<file path="src/acs_pkg.sv">
// Purpose: shared constants for the converter sequencer
// Assumes: 8-bit register port, word index addressing
// Notes:   offsets and reset values live here only
package acs_pkg;

  localparam int          ACS_AW          = 5;
  localparam int          ACS_DW          = 8;
  localparam int          ACS_RES_W       = 12;
  localparam int          ACS_CH_W        = 4;
  localparam int          ACS_SLOTS       = 2;

  // =========================================================
  // register offsets
  localparam logic [4:0]  OFS_ONESHOT_SEL = 5'h00;
  localparam logic [4:0]  OFS_CONV_CTRL1  = 5'h01;
  localparam logic [4:0]  OFS_IRQ_MASK    = 5'h02;
  localparam logic [4:0]  OFS_IRQ_FLAGS   = 5'h03;
  localparam logic [4:0]  OFS_OS_RES_HI   = 5'h04;
  localparam logic [4:0]  OFS_OS_RES_LO   = 5'h05;
  localparam logic [4:0]  OFS_PER_SEL     = 5'h06;
  localparam logic [4:0]  OFS_PER_CTRL    = 5'h07;
  localparam logic [4:0]  OFS_POFF_DLY    = 5'h08;
  localparam logic [4:0]  OFS_STATUS      = 5'h09;
  // per slot block: base + 4*slot
  localparam logic [4:0]  OFS_SLOT_BASE   = 5'h10;
  localparam logic [1:0]  SLOT_LIM_HI     = 2'h0;
  localparam logic [1:0]  SLOT_LIM_LO     = 2'h1;
  localparam logic [1:0]  SLOT_RES_HI     = 2'h2;
  localparam logic [1:0]  SLOT_RES_LO     = 2'h3;

  // =========================================================
  // field positions
  localparam int          BIT_OS_ENABLE   = 7;
  localparam int          BIT_OS_START    = 4;
  localparam int          BIT_FORCE_ON    = 0;
  localparam int          BIT_IRQ_DONE    = 0;
  localparam int          BIT_IRQ_SLOT0   = 1;
  localparam int          BIT_LIM_POL     = 7;
  localparam int          BIT_PER_EN0     = 0;
  localparam int          BIT_POFF_EN0    = 2;
  localparam int          POS_RATE        = 4;
  localparam int          RATE_W          = 4;

  // =========================================================
  // reset values
  localparam logic [7:0]  RST_IRQ_MASK    = 8'h03;
  localparam logic [7:0]  RST_POFF_DLY    = 8'h10;
  localparam logic [7:0]  RST_ZERO        = 8'h00;

  // =========================================================
  // timing: one rate step and one poweroff delay step, in ns
  localparam int          CLK_NS          = 10;
  localparam int          RATE_STEP_NS    = 10000;
  localparam int          RATE_STEP_CYC   = RATE_STEP_NS / CLK_NS;
  localparam int          POFF_STEP_NS    = 10000;
  localparam int          POFF_STEP_CYC   = POFF_STEP_NS / CLK_NS;

  typedef enum logic [3:0] {
    ACS_IDLE  = 4'b0001,
    ACS_POWER = 4'b0010,
    ACS_CONV  = 4'b0100,
    ACS_DONE  = 4'b1000
  } acs_state_t;

endpackage : acs_pkg

</file>
<file path="src/acs_slot.sv">
// Purpose: one periodic slot: rate timer, threshold compare, result
// Assumes: result strobe comes from the shared sequencer
// Notes:   request stays high until the sequencer serves it or enable drops
`timescale 1ns/100ps
module acs_slot #(
  parameter int RES_W  = 12,
  parameter int RATE_W = 4,
  parameter int STEP   = 1000
) (
  input  wire logic              clk,
  input  wire logic              srst,
  input  wire logic              enable,
  input  wire logic [RATE_W-1:0] rate,
  input  wire logic [RES_W-1:0]  limit,
  input  wire logic              polarity,
  input  wire logic              served,
  input  wire logic [RES_W-1:0]  sample,
  output logic                   request,
  output logic [RES_W-1:0]       result,
  output logic                   crossed
);
  import acs_pkg::*;

  initial begin
    if (STEP < 1 || RES_W < 1) $error("acs_slot: bad parameters");
  end

  logic [31:0]       step_cnt;
  logic [RATE_W:0]   period_cnt;
  wire  logic        step_tick  = (step_cnt == 32'(STEP - 1));
  wire  logic        period_end = step_tick && (period_cnt >= {1'b0, rate});
  // polarity 1: above limit, 0: below limit
  wire  logic        over       = sample > limit;
  wire  logic        under      = sample < limit;
  wire  logic        hit        = polarity ? over : under;

  always_ff @(posedge clk) begin
    if (srst || !enable) begin
      step_cnt   <= '0;
      period_cnt <= '0;
      request    <= 1'b0;
    end else begin
      step_cnt <= step_tick ? '0 : step_cnt + 32'd1;
      if (step_tick) begin
        period_cnt <= period_end ? '0 : period_cnt + 1'b1;
      end
      if (served) begin
        request <= 1'b0;
      end else if (period_end) begin
        request <= 1'b1;
      end
    end
  end

  always_ff @(posedge clk) begin
    if (srst) begin
      result  <= '0;
      crossed <= 1'b0;
    end else begin
      crossed <= served && enable && hit;
      if (served) begin
        result <= sample;
      end
    end
  end

endmodule : acs_slot

</file>
<file path="src/acs_seq.sv">
// Function
// - a one-shot conversion converts the channel held in the one-shot channel field.
// - the converter is powered only on demand unless force-on keeps it on.
// - the one-shot done event has its own mask bit in the third mask register.
// - a finished one-shot conversion sets its done flag and raises the interrupt.
// - the 12-bit one-shot result reads as high bits [3:0] joined with low bits [7:0].
// - periodic conversion uses the slot channel and repeats at the programmed rate.
// - each slot compares its result against a 12-bit threshold in two registers.
// - a polarity bit selects firing above or below the threshold.
// - a per-slot poweroff enable makes a crossing also request shutdown.
// - a slot converts only while enabled and its event is maskable.
// - a threshold crossing sets the slot flag and raises the interrupt.
// - each slot's latest result is readable from its own register pair.
// - with poweroff on, shutdown follows the delay unless the flag is cleared first.
// - a second slot repeats every slot feature independently; here both slots share the rate field, the crossing flag and its mask bit.
//
// Purpose: sequencer and register file for the converter control block
// Assumes: converter core returns done with data; flags clear by writing one
// Notes:   irq and shutdown outputs are registered
`timescale 1ns/100ps
module acs_seq #(
  parameter int POFF_STEP = acs_pkg::POFF_STEP_CYC,
  parameter int RATE_STEP = acs_pkg::RATE_STEP_CYC
) (
  input  wire logic                          clk,
  input  wire logic                          srst,
  input  wire logic [acs_pkg::ACS_AW-1:0]    addr,
  input  wire logic [acs_pkg::ACS_DW-1:0]    wdata,
  input  wire logic                          wr,
  input  wire logic                          rd,
  output logic      [acs_pkg::ACS_DW-1:0]    rdata,
  output logic                               conv_power,
  output logic                               conv_start,
  output logic      [acs_pkg::ACS_CH_W-1:0]  conv_channel,
  input  wire logic                          conv_done,
  input  wire logic [acs_pkg::ACS_RES_W-1:0] conv_data,
  output logic                               irq,
  output logic                               poweroff_req,
  output logic      [acs_pkg::ACS_DW-1:0]    converter_control_one
);
  import acs_pkg::*;

  initial begin
    if (POFF_STEP < 1 || RATE_STEP < 1) $error("acs_seq: bad step counts");
  end

  // ==========================================================
  // register storage
  logic [7:0]           oneshot_select_reg;
  logic [7:0]           third_irq_mask;
  logic [1:0]           third_irq_flags;
  logic [7:0]           periodic_select_reg;
  logic [7:0]           periodic_control_reg;
  logic [7:0]           poweroff_delay;
  logic [ACS_RES_W-1:0] oneshot_result;
  logic [ACS_RES_W-1:0] limit     [ACS_SLOTS];
  logic [ACS_SLOTS-1:0] polarity;
  logic                 oneshot_pending;
  logic [ACS_SLOTS-1:0] served;
  logic [ACS_SLOTS-1:0] request;
  logic [ACS_SLOTS-1:0] crossed;
  logic [ACS_RES_W-1:0] slot_res  [ACS_SLOTS];
  logic [1:0]           owner;
  acs_state_t           state;
  acs_state_t           next_state;
  logic [31:0]          poff_cnt;
  logic                 poff_armed;

  // ==========================================================
  // decode
  wire logic       wr_os_sel  = wr && addr == OFS_ONESHOT_SEL;
  wire logic       wr_ctrl1   = wr && addr == OFS_CONV_CTRL1;
  wire logic       wr_mask    = wr && addr == OFS_IRQ_MASK;
  wire logic       wr_flags   = wr && addr == OFS_IRQ_FLAGS;
  wire logic       wr_per_sel = wr && addr == OFS_PER_SEL;
  wire logic       wr_per_ctl = wr && addr == OFS_PER_CTRL;
  wire logic       wr_poff    = wr && addr == OFS_POFF_DLY;
  wire logic       slot_area  = addr[4];
  wire logic       slot_idx   = addr[2];
  wire logic [1:0] slot_reg   = addr[1:0];
  wire logic       wr_lim_hi  = wr && slot_area && addr[3] == 1'b0 && slot_reg == SLOT_LIM_HI;
  wire logic       wr_lim_lo  = wr && slot_area && addr[3] == 1'b0 && slot_reg == SLOT_LIM_LO;
  wire logic       os_enable  = oneshot_select_reg[BIT_OS_ENABLE];
  wire logic       start_req  = wr_os_sel && wdata[BIT_OS_ENABLE] && wdata[BIT_OS_START];
  wire logic [1:0] clr_flags  = wr_flags ? wdata[1:0] : 2'b00;
  // both slots share the crossing flag, done flag sits in bit 0
  wire logic [1:0] set_flags  = {|crossed, state == ACS_DONE && owner == 2'd0};
  wire logic       force_on   = converter_control_one[BIT_FORCE_ON];
  wire logic [1:0] poff_en    = periodic_control_reg[BIT_POFF_EN0 +: 2];
  wire logic [1:0] poff_hit   = crossed & poff_en;
  wire logic [1:0] per_en     = periodic_control_reg[BIT_PER_EN0 +: 2];
  wire logic [RATE_W-1:0] rate = periodic_control_reg[POS_RATE +: RATE_W];
  wire logic [7:0] slot_rd    = slot_reg == SLOT_LIM_HI ? {polarity[slot_idx], 3'h0,
                                                           limit[slot_idx][11:8]} :
                                slot_reg == SLOT_LIM_LO ? limit[slot_idx][7:0] :
                                slot_reg == SLOT_RES_HI ? {4'h0, slot_res[slot_idx][11:8]} :
                                                          slot_res[slot_idx][7:0];
  wire logic [7:0] rd_mux     =
      addr == OFS_ONESHOT_SEL ? oneshot_select_reg :
      addr == OFS_CONV_CTRL1  ? converter_control_one :
      addr == OFS_IRQ_MASK    ? third_irq_mask :
      addr == OFS_IRQ_FLAGS   ? {6'h00, third_irq_flags} :
      addr == OFS_OS_RES_HI   ? {4'h0, oneshot_result[11:8]} :
      addr == OFS_OS_RES_LO   ? oneshot_result[7:0] :
      addr == OFS_PER_SEL     ? periodic_select_reg :
      addr == OFS_PER_CTRL    ? periodic_control_reg :
      addr == OFS_POFF_DLY    ? poweroff_delay :
      addr == OFS_STATUS      ? {3'h0, poff_armed, state} :
      (slot_area && !addr[3]) ? slot_rd : RST_ZERO;

  // ==========================================================
  // register writes
  always_ff @(posedge clk) begin
    if (srst) begin
      oneshot_select_reg    <= RST_ZERO;
      converter_control_one <= RST_ZERO;
      third_irq_mask        <= RST_IRQ_MASK;
      periodic_select_reg   <= RST_ZERO;
      periodic_control_reg  <= RST_ZERO;
      poweroff_delay        <= RST_POFF_DLY;
    end else begin
      if (wr_os_sel) begin
        oneshot_select_reg <= wdata & ~(8'h01 << BIT_OS_START);
      end
      if (wr_ctrl1) begin
        converter_control_one <= wdata;
      end
      if (wr_mask) begin
        third_irq_mask <= wdata;
      end
      if (wr_per_sel) begin
        periodic_select_reg <= wdata;
      end
      if (wr_per_ctl) begin
        periodic_control_reg <= wdata;
      end
      if (wr_poff) begin
        poweroff_delay <= wdata;
      end
    end
  end

  always_ff @(posedge clk) begin
    if (srst) begin
      limit[0] <= '0;
      limit[1] <= '0;
      polarity <= '0;
    end else begin
      if (wr_lim_hi) begin
        limit[slot_idx][11:8] <= wdata[3:0];
        polarity[slot_idx]    <= wdata[BIT_LIM_POL];
      end
      if (wr_lim_lo) begin
        limit[slot_idx][7:0] <= wdata;
      end
    end
  end

  // ==========================================================
  // flags: set wins over a write-one clear
  always_ff @(posedge clk) begin
    if (srst) begin
      third_irq_flags <= 2'b00;
      irq             <= 1'b0;
      rdata           <= RST_ZERO;
    end else begin
      third_irq_flags <= (third_irq_flags & ~clr_flags) | set_flags;
      irq             <= |(third_irq_flags & ~third_irq_mask[1:0]);
      rdata           <= rd ? rd_mux : RST_ZERO;
    end
  end

  // ==========================================================
  // shared converter sequencing
  always_comb begin
    next_state = state;
    case (state)
      ACS_IDLE:  next_state = (oneshot_pending || |request) ? ACS_POWER : ACS_IDLE;
      ACS_POWER: next_state = ACS_CONV;
      ACS_CONV:  next_state = conv_done ? ACS_DONE : ACS_CONV;
      ACS_DONE:  next_state = ACS_IDLE;
      default:   next_state = ACS_IDLE;
    endcase
  end

  always_ff @(posedge clk) begin
    if (srst) begin
      state           <= ACS_IDLE;
      owner           <= 2'd0;
      oneshot_pending <= 1'b0;
      conv_start      <= 1'b0;
      conv_channel    <= '0;
      conv_power      <= 1'b0;
      oneshot_result  <= '0;
    end else begin
      state      <= next_state;
      conv_start <= state == ACS_POWER;
      conv_power <= force_on || next_state != ACS_IDLE;
      if (start_req) begin
        oneshot_pending <= 1'b1;
      end else if (state == ACS_IDLE && oneshot_pending) begin
        oneshot_pending <= 1'b0;
      end
      if (state == ACS_IDLE) begin
        if (oneshot_pending) begin
          owner        <= 2'd0;
          conv_channel <= oneshot_select_reg[ACS_CH_W-1:0];
        end else if (request[0]) begin
          owner        <= 2'd1;
          conv_channel <= periodic_select_reg[ACS_CH_W-1:0];
        end else if (request[1]) begin
          owner        <= 2'd2;
          conv_channel <= periodic_select_reg[7:4];
        end
      end
      if (state == ACS_CONV && conv_done && owner == 2'd0) begin
        oneshot_result <= conv_data;
      end
    end
  end

  wire logic done_now = state == ACS_CONV && conv_done;
  assign served[0] = done_now && owner == 2'd1;
  assign served[1] = done_now && owner == 2'd2;

  // ==========================================================
  // periodic slots
  for (genvar s = 0; s < ACS_SLOTS; s++) begin : g_slot
    acs_slot #(
      .RES_W  (ACS_RES_W),
      .RATE_W (RATE_W),
      .STEP   (RATE_STEP)
    ) u_slot (
      .clk      (clk),
      .srst     (srst),
      .enable   (per_en[s]),
      .rate     (rate),
      .limit    (limit[s]),
      .polarity (polarity[s]),
      .served   (served[s]),
      .sample   (conv_data),
      .request  (request[s]),
      .result   (slot_res[s]),
      .crossed  (crossed[s])
    );
  end

  // ==========================================================
  // delay runs from the first crossing, cleared slot flag cancels it
  wire logic poff_flag = third_irq_flags[BIT_IRQ_SLOT0];
  wire logic [31:0] poff_limit = 32'(poweroff_delay) * 32'(POFF_STEP);

  always_ff @(posedge clk) begin
    if (srst) begin
      poff_armed   <= 1'b0;
      poff_cnt     <= '0;
      poweroff_req <= 1'b0;
    end else begin
      if (|poff_hit && !poff_armed) begin
        poff_armed <= 1'b1;
        poff_cnt   <= '0;
      end else if (poff_armed && !poff_flag && !(|poff_hit)) begin
        poff_armed <= 1'b0;
      end else if (poff_armed && !poweroff_req) begin
        poff_cnt <= poff_cnt + 32'd1;
        if (poff_cnt + 32'd1 >= poff_limit) begin
          poweroff_req <= 1'b1;
        end
      end
    end
  end

endmodule : acs_seq

</file>
<file path="config.mk">
export PLATFORM = sky130hd
export DESIGN_NAME = acs_seq
export DESIGN_NICKNAME = d
export VERILOG_FILES = /design/src/acs_pkg.sv /design/src/acs_slot.sv /design/src/acs_seq.sv
export SDC_FILE = /design/constraint.sdc
export NUM_CORES = 1
export LEC_CHECK = 0
export BUFFER_PORTS_ARGS = -buffer_cell sky130_fd_sc_hd__buf_2
export CAP_MARGIN = 10
export CORE_MARGIN = 4
export CORE_UTILIZATION = 66
export CTS_BUF_LIST = sky130_fd_sc_hd__clkbuf_16
export DETAILED_ROUTE_END_ITERATION = 12
export PLACE_DENSITY = 0.84
export SYNTH_ARGS = -nofsm -noshare
export SYNTH_HDL_FRONTEND = slang
export SYNTH_SLANG_ARGS = --single-unit
</file>
<file path="constraint.sdc">
create_clock -name clk -period 15.9 [get_ports clk]
set_clock_uncertainty 0.2 [all_clocks]
set_input_delay 1.59 -clock clk [delete_from_list [all_inputs] [get_ports clk]]
set_output_delay 1.59 -clock clk [all_outputs]
set_load 0.05 [all_outputs]
</file>
==> results.json, run 1 <==
{
  "min_from": "g_slot[0].u_slot.step_cnt[0]",
  "reg_top3": "g_slot.u_slot.step_cnt x64, poff_cnt x32",
  "synth.area.top_cells": "dfxtp_1 33%, ha_1 8.3%, nor2_1 5.4%, edfxtp_1 5.3%, mux2i_1 5.2%",
  "finalCritPeriodShare_pct": 36.1,
  "tns_ps": 0,
  "ir_worst_vdd_mv": 0.0809,
  "ys_seq_elements": 245,
  "design.core.area_um2": 20200,
  "syn-instance-count": 1520,
  "path_max_fanout": 8,
  "multiInputGateArea_um2": 7790,
  "final.fill_count": 1496,
  "tightest_slew_ps": 1240,
  "synth_top_area_share_pct": 32.7,
  "slowest_stage": "dfxtp_1",
  "synth-async-reset-ratio_pct": 0,
  "period_needed_ps": 5730,
  "drive_above_1_share_pct": 8.28,
  "regMostFlops": "g_slot.u_slot.step_cnt",
  "root_buffer": "clkbuf_16",
  "cts.sink_count": 245,
  "insertion_delay_ps": 550,
  "numCtsBuffers": 27,
  "rsz0062_at_grt": "false",
  "max_stage_delay_ps": 550,
  "routed_via_density": 6.04,
  "critPathRequiredTime_ps": 16100,
  "synth_cell_types": 68,
  "cts_hold_buf": 0,
  "clockBufferDepth": 3,
  "fmax_mhz": 174,
  "seqCellArea_um2": 5140,
  "wirelength_um": 32200,
  "timing_worst_setup_path_type": "reg2reg",
  "rows": 52,
  "synth-main-ff-cell": "dfxtp_1",
  "cp-startpoint": "poweroff_delay[2]",
  "grt_pass1_wl_um": 53100,
  "min_path_type": "reg2reg",
  "cts_setup_buffers": 0,
  "die_w_um": 151,
  "antenna_found_initial": 0,
  "synth_common_cells": "221 x dfxtp_1, 194 x nor2_1, 136 x nand2_1",
  "port_buffers": 53,
  "wl_per_cell_um": 17.5,
  "drc": 0,
  "dr.pass1.iters": 8,
  "end_kind": "flop",
  "timing.rr.start": "poweroff_delay[2]",
  "power_density_nw_per_um2": 86.1,
  "setup_viol": 0,
  "syn-cell-area_um2": 13600,
  "drtAntennaViolNets": 0,
  "path_clk_slew_ps": 60,
  "place_congestion": 0.927,
  "io-pin-count": 54,
  "synth.avg_cell_area_um2": 8.91,
  "dp_hpwl_um": 23100,
  "arrival_ps": 5930,
  "crit_buf_inv": 1,
  "maxSlewHeadroom_pct": 16.8,
  "fin_nets": 1691,
  "placed_cells": 1791,
  "synth_warnings": 0,
  "fp.dieH_um": 151,
  "p_leak_nw": 5.92,
  "vias": 11100,
  "grt_pass1_vias": 10900,
  "start_util_pct": 67.0,
  "crit_path_start_kind": "flop",
  "largest_register_ff_count": 64,
  "yosysMostFrequentCell": "dfxtp_1",
  "drv_cap": 0,
  "design.die.area_um2": 22900,
  "cts_tree": "done",
  "cts_resized": 0,
  "fin_cells": 1840,
  "synth_sequential_area_ratio_pct": 38.0,
  "maxSlewViolCount": 0,
  "antenna_cells": 0,
  "synth_edf_count": 24,
  "postPlaceCellArea_um2": 14000,
  "drtIter0Drc": 934,
  "yosys.area.top_type": "dfxtp_1",
  "grt_overflow_total": 0,
  "hold_viol": 0,
  "grt_max_degree": 72,
  "grt.total_usage_pct": 28.5,
  "cts_htree_levels": 1,
  "final_cell_area_um2": 14800,
  "syn_nets": 1661,
  "status": "finished clean",
  "crit_path_cell_trace": "fa_1 > xor2_1 > ha_1 > a21oi_1 > fa_1 > fa_1 > inv_1 > ha_1 > or3_1 > o211a_1 > a41oi_1 > a21oi_1 > xnor2_1 > ha_1 > and4_1 > nand3_1 > o21ai_0 > a211o_1 > nor4_1 > a311oi_1",
  "area_delta_synth_final_pct": 8.93,
  "crit_family": "adder cells"
}
[metal layers]
| layer | wire [um] | track usage (%) |
|---|---|---|
| met5 | 0 | 0 |
| met4 | 1200 | 10.7 |
| met3 | 2450 | 5.00 |
| met2 | 15200 | 47.4 |
| met1 | 13300 | 37.1 |
[through the flow]
step / power [W] / util [%] / worst slack, ps / hold slack [ps]
detailed placement: 0.000720 / 69.1 / 10180 / 240
global placement: 0.000717 / 69.1 / 10460 / 230
finish: 0.00127 / 72.9 / 10170 / 244
global route: 0.00131 / 72.9 / 9870 / 272
floorplan: 0.000694 / - / 10670 / 218
CTS: 0.00127 / 72.9 / 10160 / 248
[area by class of cell]
class	instances	area share (%)
tap	270	2.29
inverter	96	2.44
clock buffer	27	4.58
clock inverter	22	0.746
timing repair buffer	63	2.32
sequential	245	34.9
multi-input combinational	1117	52.8
[where the power goes]
group / internal [W] / switching (W) / total, W
combinational: 0.0000266 / 0.0000503 / 0.0000769
sequential: 0.000628 / 0.00000332 / 0.000632
clock: 0.000308 / 0.000253 / 0.000562
[path summary, 6_finish.rpt]
path,to,slack [ps],cells past startpoint
setup / recovery,poweroff_req,10170,20
hold / removal,g_slot[0].u_slot.step_cnt[0],240,1
setup reg to reg,poweroff_req,10170,20
hold reg to reg,g_slot[0].u_slot.step_cnt[0],240,1
[cell usage in the layout, fill, tap and decap left out, drive strengths merged, types with 21 or more instances in the layout]
cell type    n
dfxtp      221
nor2       196
nand2      136
inv        104
ha          90
nand3       79
a21oi       78
xor2        77
mux2i       71
buf         63
o21ai       50
xnor2       41
and2        31
clkbuf      27
edfxtp      24
nand4       23
and3        22
or3         22
fa          21
[cell families after synthesis]
family                   Yosys count  synth area share [%]
multiplexers                      85                  7.49
XOR/XNOR                         118                  7.63
AO/OA/AOI/OAI                    210                  9.66
AND/OR/NAND/NOR                  593                  21.2
adder cells (fa/ha/maj)          111                  11.4
buffers and inverters            158                  4.61
flip-flops                       245                  38.0
(Power assumes the default switching activity.)
==> run 2: changes to the inputs <==
--- a/config.mk
+++ b/config.mk
@@ -5,13 +5,14 @@
 export SDC_FILE = /design/constraint.sdc
 export NUM_CORES = 1
 export LEC_CHECK = 0
+export ABC_AREA = 1
 export BUFFER_PORTS_ARGS = -buffer_cell sky130_fd_sc_hd__buf_2
 export CAP_MARGIN = 10
 export CORE_MARGIN = 4
-export CORE_UTILIZATION = 66
+export CORE_UTILIZATION = 63
 export CTS_BUF_LIST = sky130_fd_sc_hd__clkbuf_16
 export DETAILED_ROUTE_END_ITERATION = 12
-export PLACE_DENSITY = 0.84
+export PLACE_DENSITY = 0.81
 export SYNTH_ARGS = -nofsm -noshare
 export SYNTH_HDL_FRONTEND = slang
 export SYNTH_SLANG_ARGS = --single-unit
==> constraint.sdc (replaced) <==
create_clock -name clk -period 5.35 [get_ports clk]
set_clock_uncertainty 0.2 [all_clocks]
set_input_delay 0.535 -clock clk [delete_from_list [all_inputs] [get_ports clk]]
set_output_delay 0.535 -clock clk [all_outputs]
set_load 0.05 [all_outputs]
==> run 2 against run 1 <==
  * Critical endpoint unchanged
  * Via count up 19%
  * Global-route usage grew 0.99 points
  * Maximum frequency increased by 14%
  * Sequential share of layout area decreased by 2.1 points
  * Final area up 6.6%
  * Final cell count up 26%
==> results.json, run 2 <==
{
  "mostFrequentLayoutCell": "nand2_1",
  "final_cell_area_um2": 15700,
  "ir_worst_vdd_mv": 0.242,
  "vias": 13200,
  "setup_viol": 0,
  "end_kind": "flop",
  "status": "finished clean",
  "yosysMostFrequentCell": "nand2_1",
  "finalCritPeriodShare_pct": 93.8,
  "timing_worst_setup_path_type": "reg2reg",
  "mostFrequentLayoutCells": "345 x nand2_1, 301 x inv_1, 261 x nor2_1, 218 x dfxtp_1, 155 x a21oi_1",
  "syn_nets": 2120,
  "grt_max_degree": 49,
  "design.die.area_um2": 25100,
  "reg2reg_to": "poweroff_req",
  "syn-cell-area_um2": 14300,
  "critPathRequiredTime_ps": 5550,
  "reg2reg_setup_slack_ps": 330,
  "tightest_slew_ps": 1140,
  "drv_cap": 0,
  "synth_edf_count": 24,
  "worstHoldEndpoint": "state[2]",
  "timing.rr.start": "poweroff_delay[2]",
  "synth_common_cells": "346 x nand2_1, 297 x inv_1, 261 x nor2_1",
  "p_seq_share_pct": 45.6,
  "fmax_mhz": 199,
  "cell_internal_pwr_w": 0.00313,
  "min_from": "conv_done",
  "fin_cells": 2323,
  "synth.area.top_cells": "dfxtp_1 31%, nand2_1 9.1%, ha_1 7.9%, inv_1 7.8%, nor2_1 6.9%",
  "start_util_pct": 64.6,
  "insertion_delay_ps": 560,
  "postPlaceCellArea_um2": 14700,
  "drtAntennaViolNets": 0,
  "crit_top_cell": "nand2_1",
  "cts.sink_count": 245,
  "grt_pass1_vias": 12600,
  "fin_nets": 2162,
  "p_sw_w": 0.000993,
  "power_density_nw_per_um2": 262,
  "synth.avg_cell_area_um2": 7.22,
  "ys_seq_elements": 245,
  "die_w_um": 159,
  "io-pin-count": 54,
  "arrival_ps": 5220,
  "area_delta_synth_final_pct": 10.2,
  "pre_cts_ws_ps": 121,
  "clockPowerShare_pct": 47.5,
  "max_stage_delay_ps": 560,
  "drc": 0,
  "rows": 54,
  "synth_top_area_share_pct": 31.0,
  "period_needed_ps": 5020,
  "worstHoldPathCells": 2,
  "drtIter0Drc": 1206,
  "maxSlewHeadroom_pct": 23.8,
  "routed_via_density": 5.69,
  "grt.total_usage_pct": 29.5,
  "yosys.area.top_type": "dfxtp_1",
  "place_congestion": 0.962,
  "use_met3_pct": 4.21,
  "synth-async-reset-ratio_pct": 0,
  "crit_path_cell_trace": "fa_1 > xor2_1 > ha_1 > inv_1 > fa_1 > fa_1 > inv_1 > ha_1 > a21oi_2 > o221ai_1 > a21oi_2 > nor2_1 > o21ai_0 > nand2_1 > xor2_1 > ha_1 > nand2_1 > nor2_1 > a211oi_1 > nand2_1 > nand2_1 > nand3_1 > nand2_1 > a21oi_1",
  "final.fill_count": 1818,
  "grt_use_met1_pct": 39.0,
  "synth-main-ff-cell": "dfxtp_1",
  "cts_tree": "done",
  "grt_overflow_total": 0,
  "path_max_fanout": 7,
  "drive_above_1_share_pct": 9.35,
  "root_buffer": "clkbuf_16",
  "grt_pass1_wl_um": 60800,
  "setup_slack_ps": 332,
  "share_comb_of_total_power_pct": 7.0,
  "antenna_found_initial": 0,
  "numCtsBuffers": 28,
  "grt.busiest_layer": "met2",
  "design.core.area_um2": 22100,
  "dr.pass1.iters": 6,
  "wirelength_um": 36900,
  "swShare_pct": 24.1,
  "synth_cell_types": 53,
  "tns_ps": 0,
  "path_clk_slew_ps": 60,
  "rr_worst_depth": 24,
  "fp.dieH_um": 159,
  "clockBufferDepth": 3,
  "synth_sequential_area_ratio_pct": 36.0,
  "crit_path_start_kind": "flop",
  "hold_slack_ps": 64.9,
  "min_path_type": "in2reg",
  "wl_per_cell_um": 15.9,
  "met2_usage_pct": 49.5,
  "placed_cells": 2270,
  "dp_hpwl_um": 27300,
  "regMostFlops": "g_slot.u_slot.step_cnt",
  "synth_warnings": 0,
  "largest_register_ff_count": 64,
  "hold_viol": 0,
  "port_buffers": 53,
  "slowest_stage": "fa_1",
  "p_leak_nw": 6.75,
  "cts_htree_levels": 1,
  "syn-instance-count": 1979,
  "maxSlewViolCount": 0,
  "reg_top3": "g_slot.u_slot.step_cnt x64, poff_cnt x32"
}
-- run 2: cell types whose count changed after synthesis, moves of 41 or more --
cell     before  now
mux2i_1      71    0
nand2_1     136  346
nor2_1      194  261
inv_1        96  297
o21ai_0      48  137
xor2_1       77   36
a21oi_1      78  158
-- run 2: cells by family after synthesis --
group / Yosys count / share of synthesized area, %
and+or+nand+nor: 854 / 27.0
xor gates and xnor gates: 47 / 2.88
buffers and inverters: 364 / 9.81
DFF: 245 / 36.0
adders and majority gates: 111 / 10.8
AOI/OAI and AO/OA: 358 / 13.5
-- run 2: how the worst max path moves through the flow --
stage | startpoint | endpoint | cells past startpoint
finish | poweroff_delay[2] | poweroff_req | 24
global route | poweroff_delay[2] | poweroff_req | 26
CTS | poweroff_delay[2] | poweroff_req | 25
detailed placement | poweroff_delay[2] | poweroff_req | 25
global placement | poweroff_delay[2] | poweroff_req | 25
floorplan | poweroff_delay[2] | poweroff_req | 25
-- run 2: cell type report --
cell class | instances | area, um^2 | area share (%)
tap | 280 | 350 | 2.23
clock buffer | 29 | 726 | 4.61
clock inverter | 22 | 211 | 1.34
sequential | 245 | 5150 | 32.7
timing repair buffer | 61 | 325 | 2.07
antenna | 1 | 2.50 | 0.0159
multi-input combinational | 1370 | 7790 | 49.5
inverter | 315 | 1180 | 7.51
-- run 2: routing by layer --
layer / share of wire (%) / up-vias
met1: 42 / 6079
met2: 47 / 494
met5: 0 / -
met4: 4.0 / 0
li1: - / 6532
met3: 7.1 / 107
-- run 2: what timing repair did --
item	4_1_cts	5_1_grt
hold buffers	0	0
buffers inserted	0	1
resized for setup	0	15
endpoints found under the setup margin	0	1
-- run 2: power groups by stage --
stage          Combinational [W]  Clock, W  Sequential, W
3_5_place_dp            0.000273         0        0.00192
2_1_floorplan           0.000177         0        0.00192
4_1_cts                 0.000277   0.00197        0.00188
3_3_place_gp            0.000262         0        0.00192
6_report                0.000287   0.00196        0.00188
5_1_grt                 0.000319   0.00205        0.00188
-- run 2: critical path: cells and delay by family (launching register included) --
kind / cells / cell delay [ps]
simple gates: 8 / 570
flops: 1 / 380
xor+xnor: 2 / 310
fa+ha+maj: 6 / 2350
buf+inv: 2 / 110
compound gates: 6 / 950
-- run 2: metrics by stage --
stage                     utilization (%)  total power [W]
after floorplan                         -          0.00210
after global placement               66.7          0.00218
after detailed placement             66.7          0.00219
after CTS                            70.9          0.00413
after global routing                 71.2          0.00425
final                                71.2          0.00412
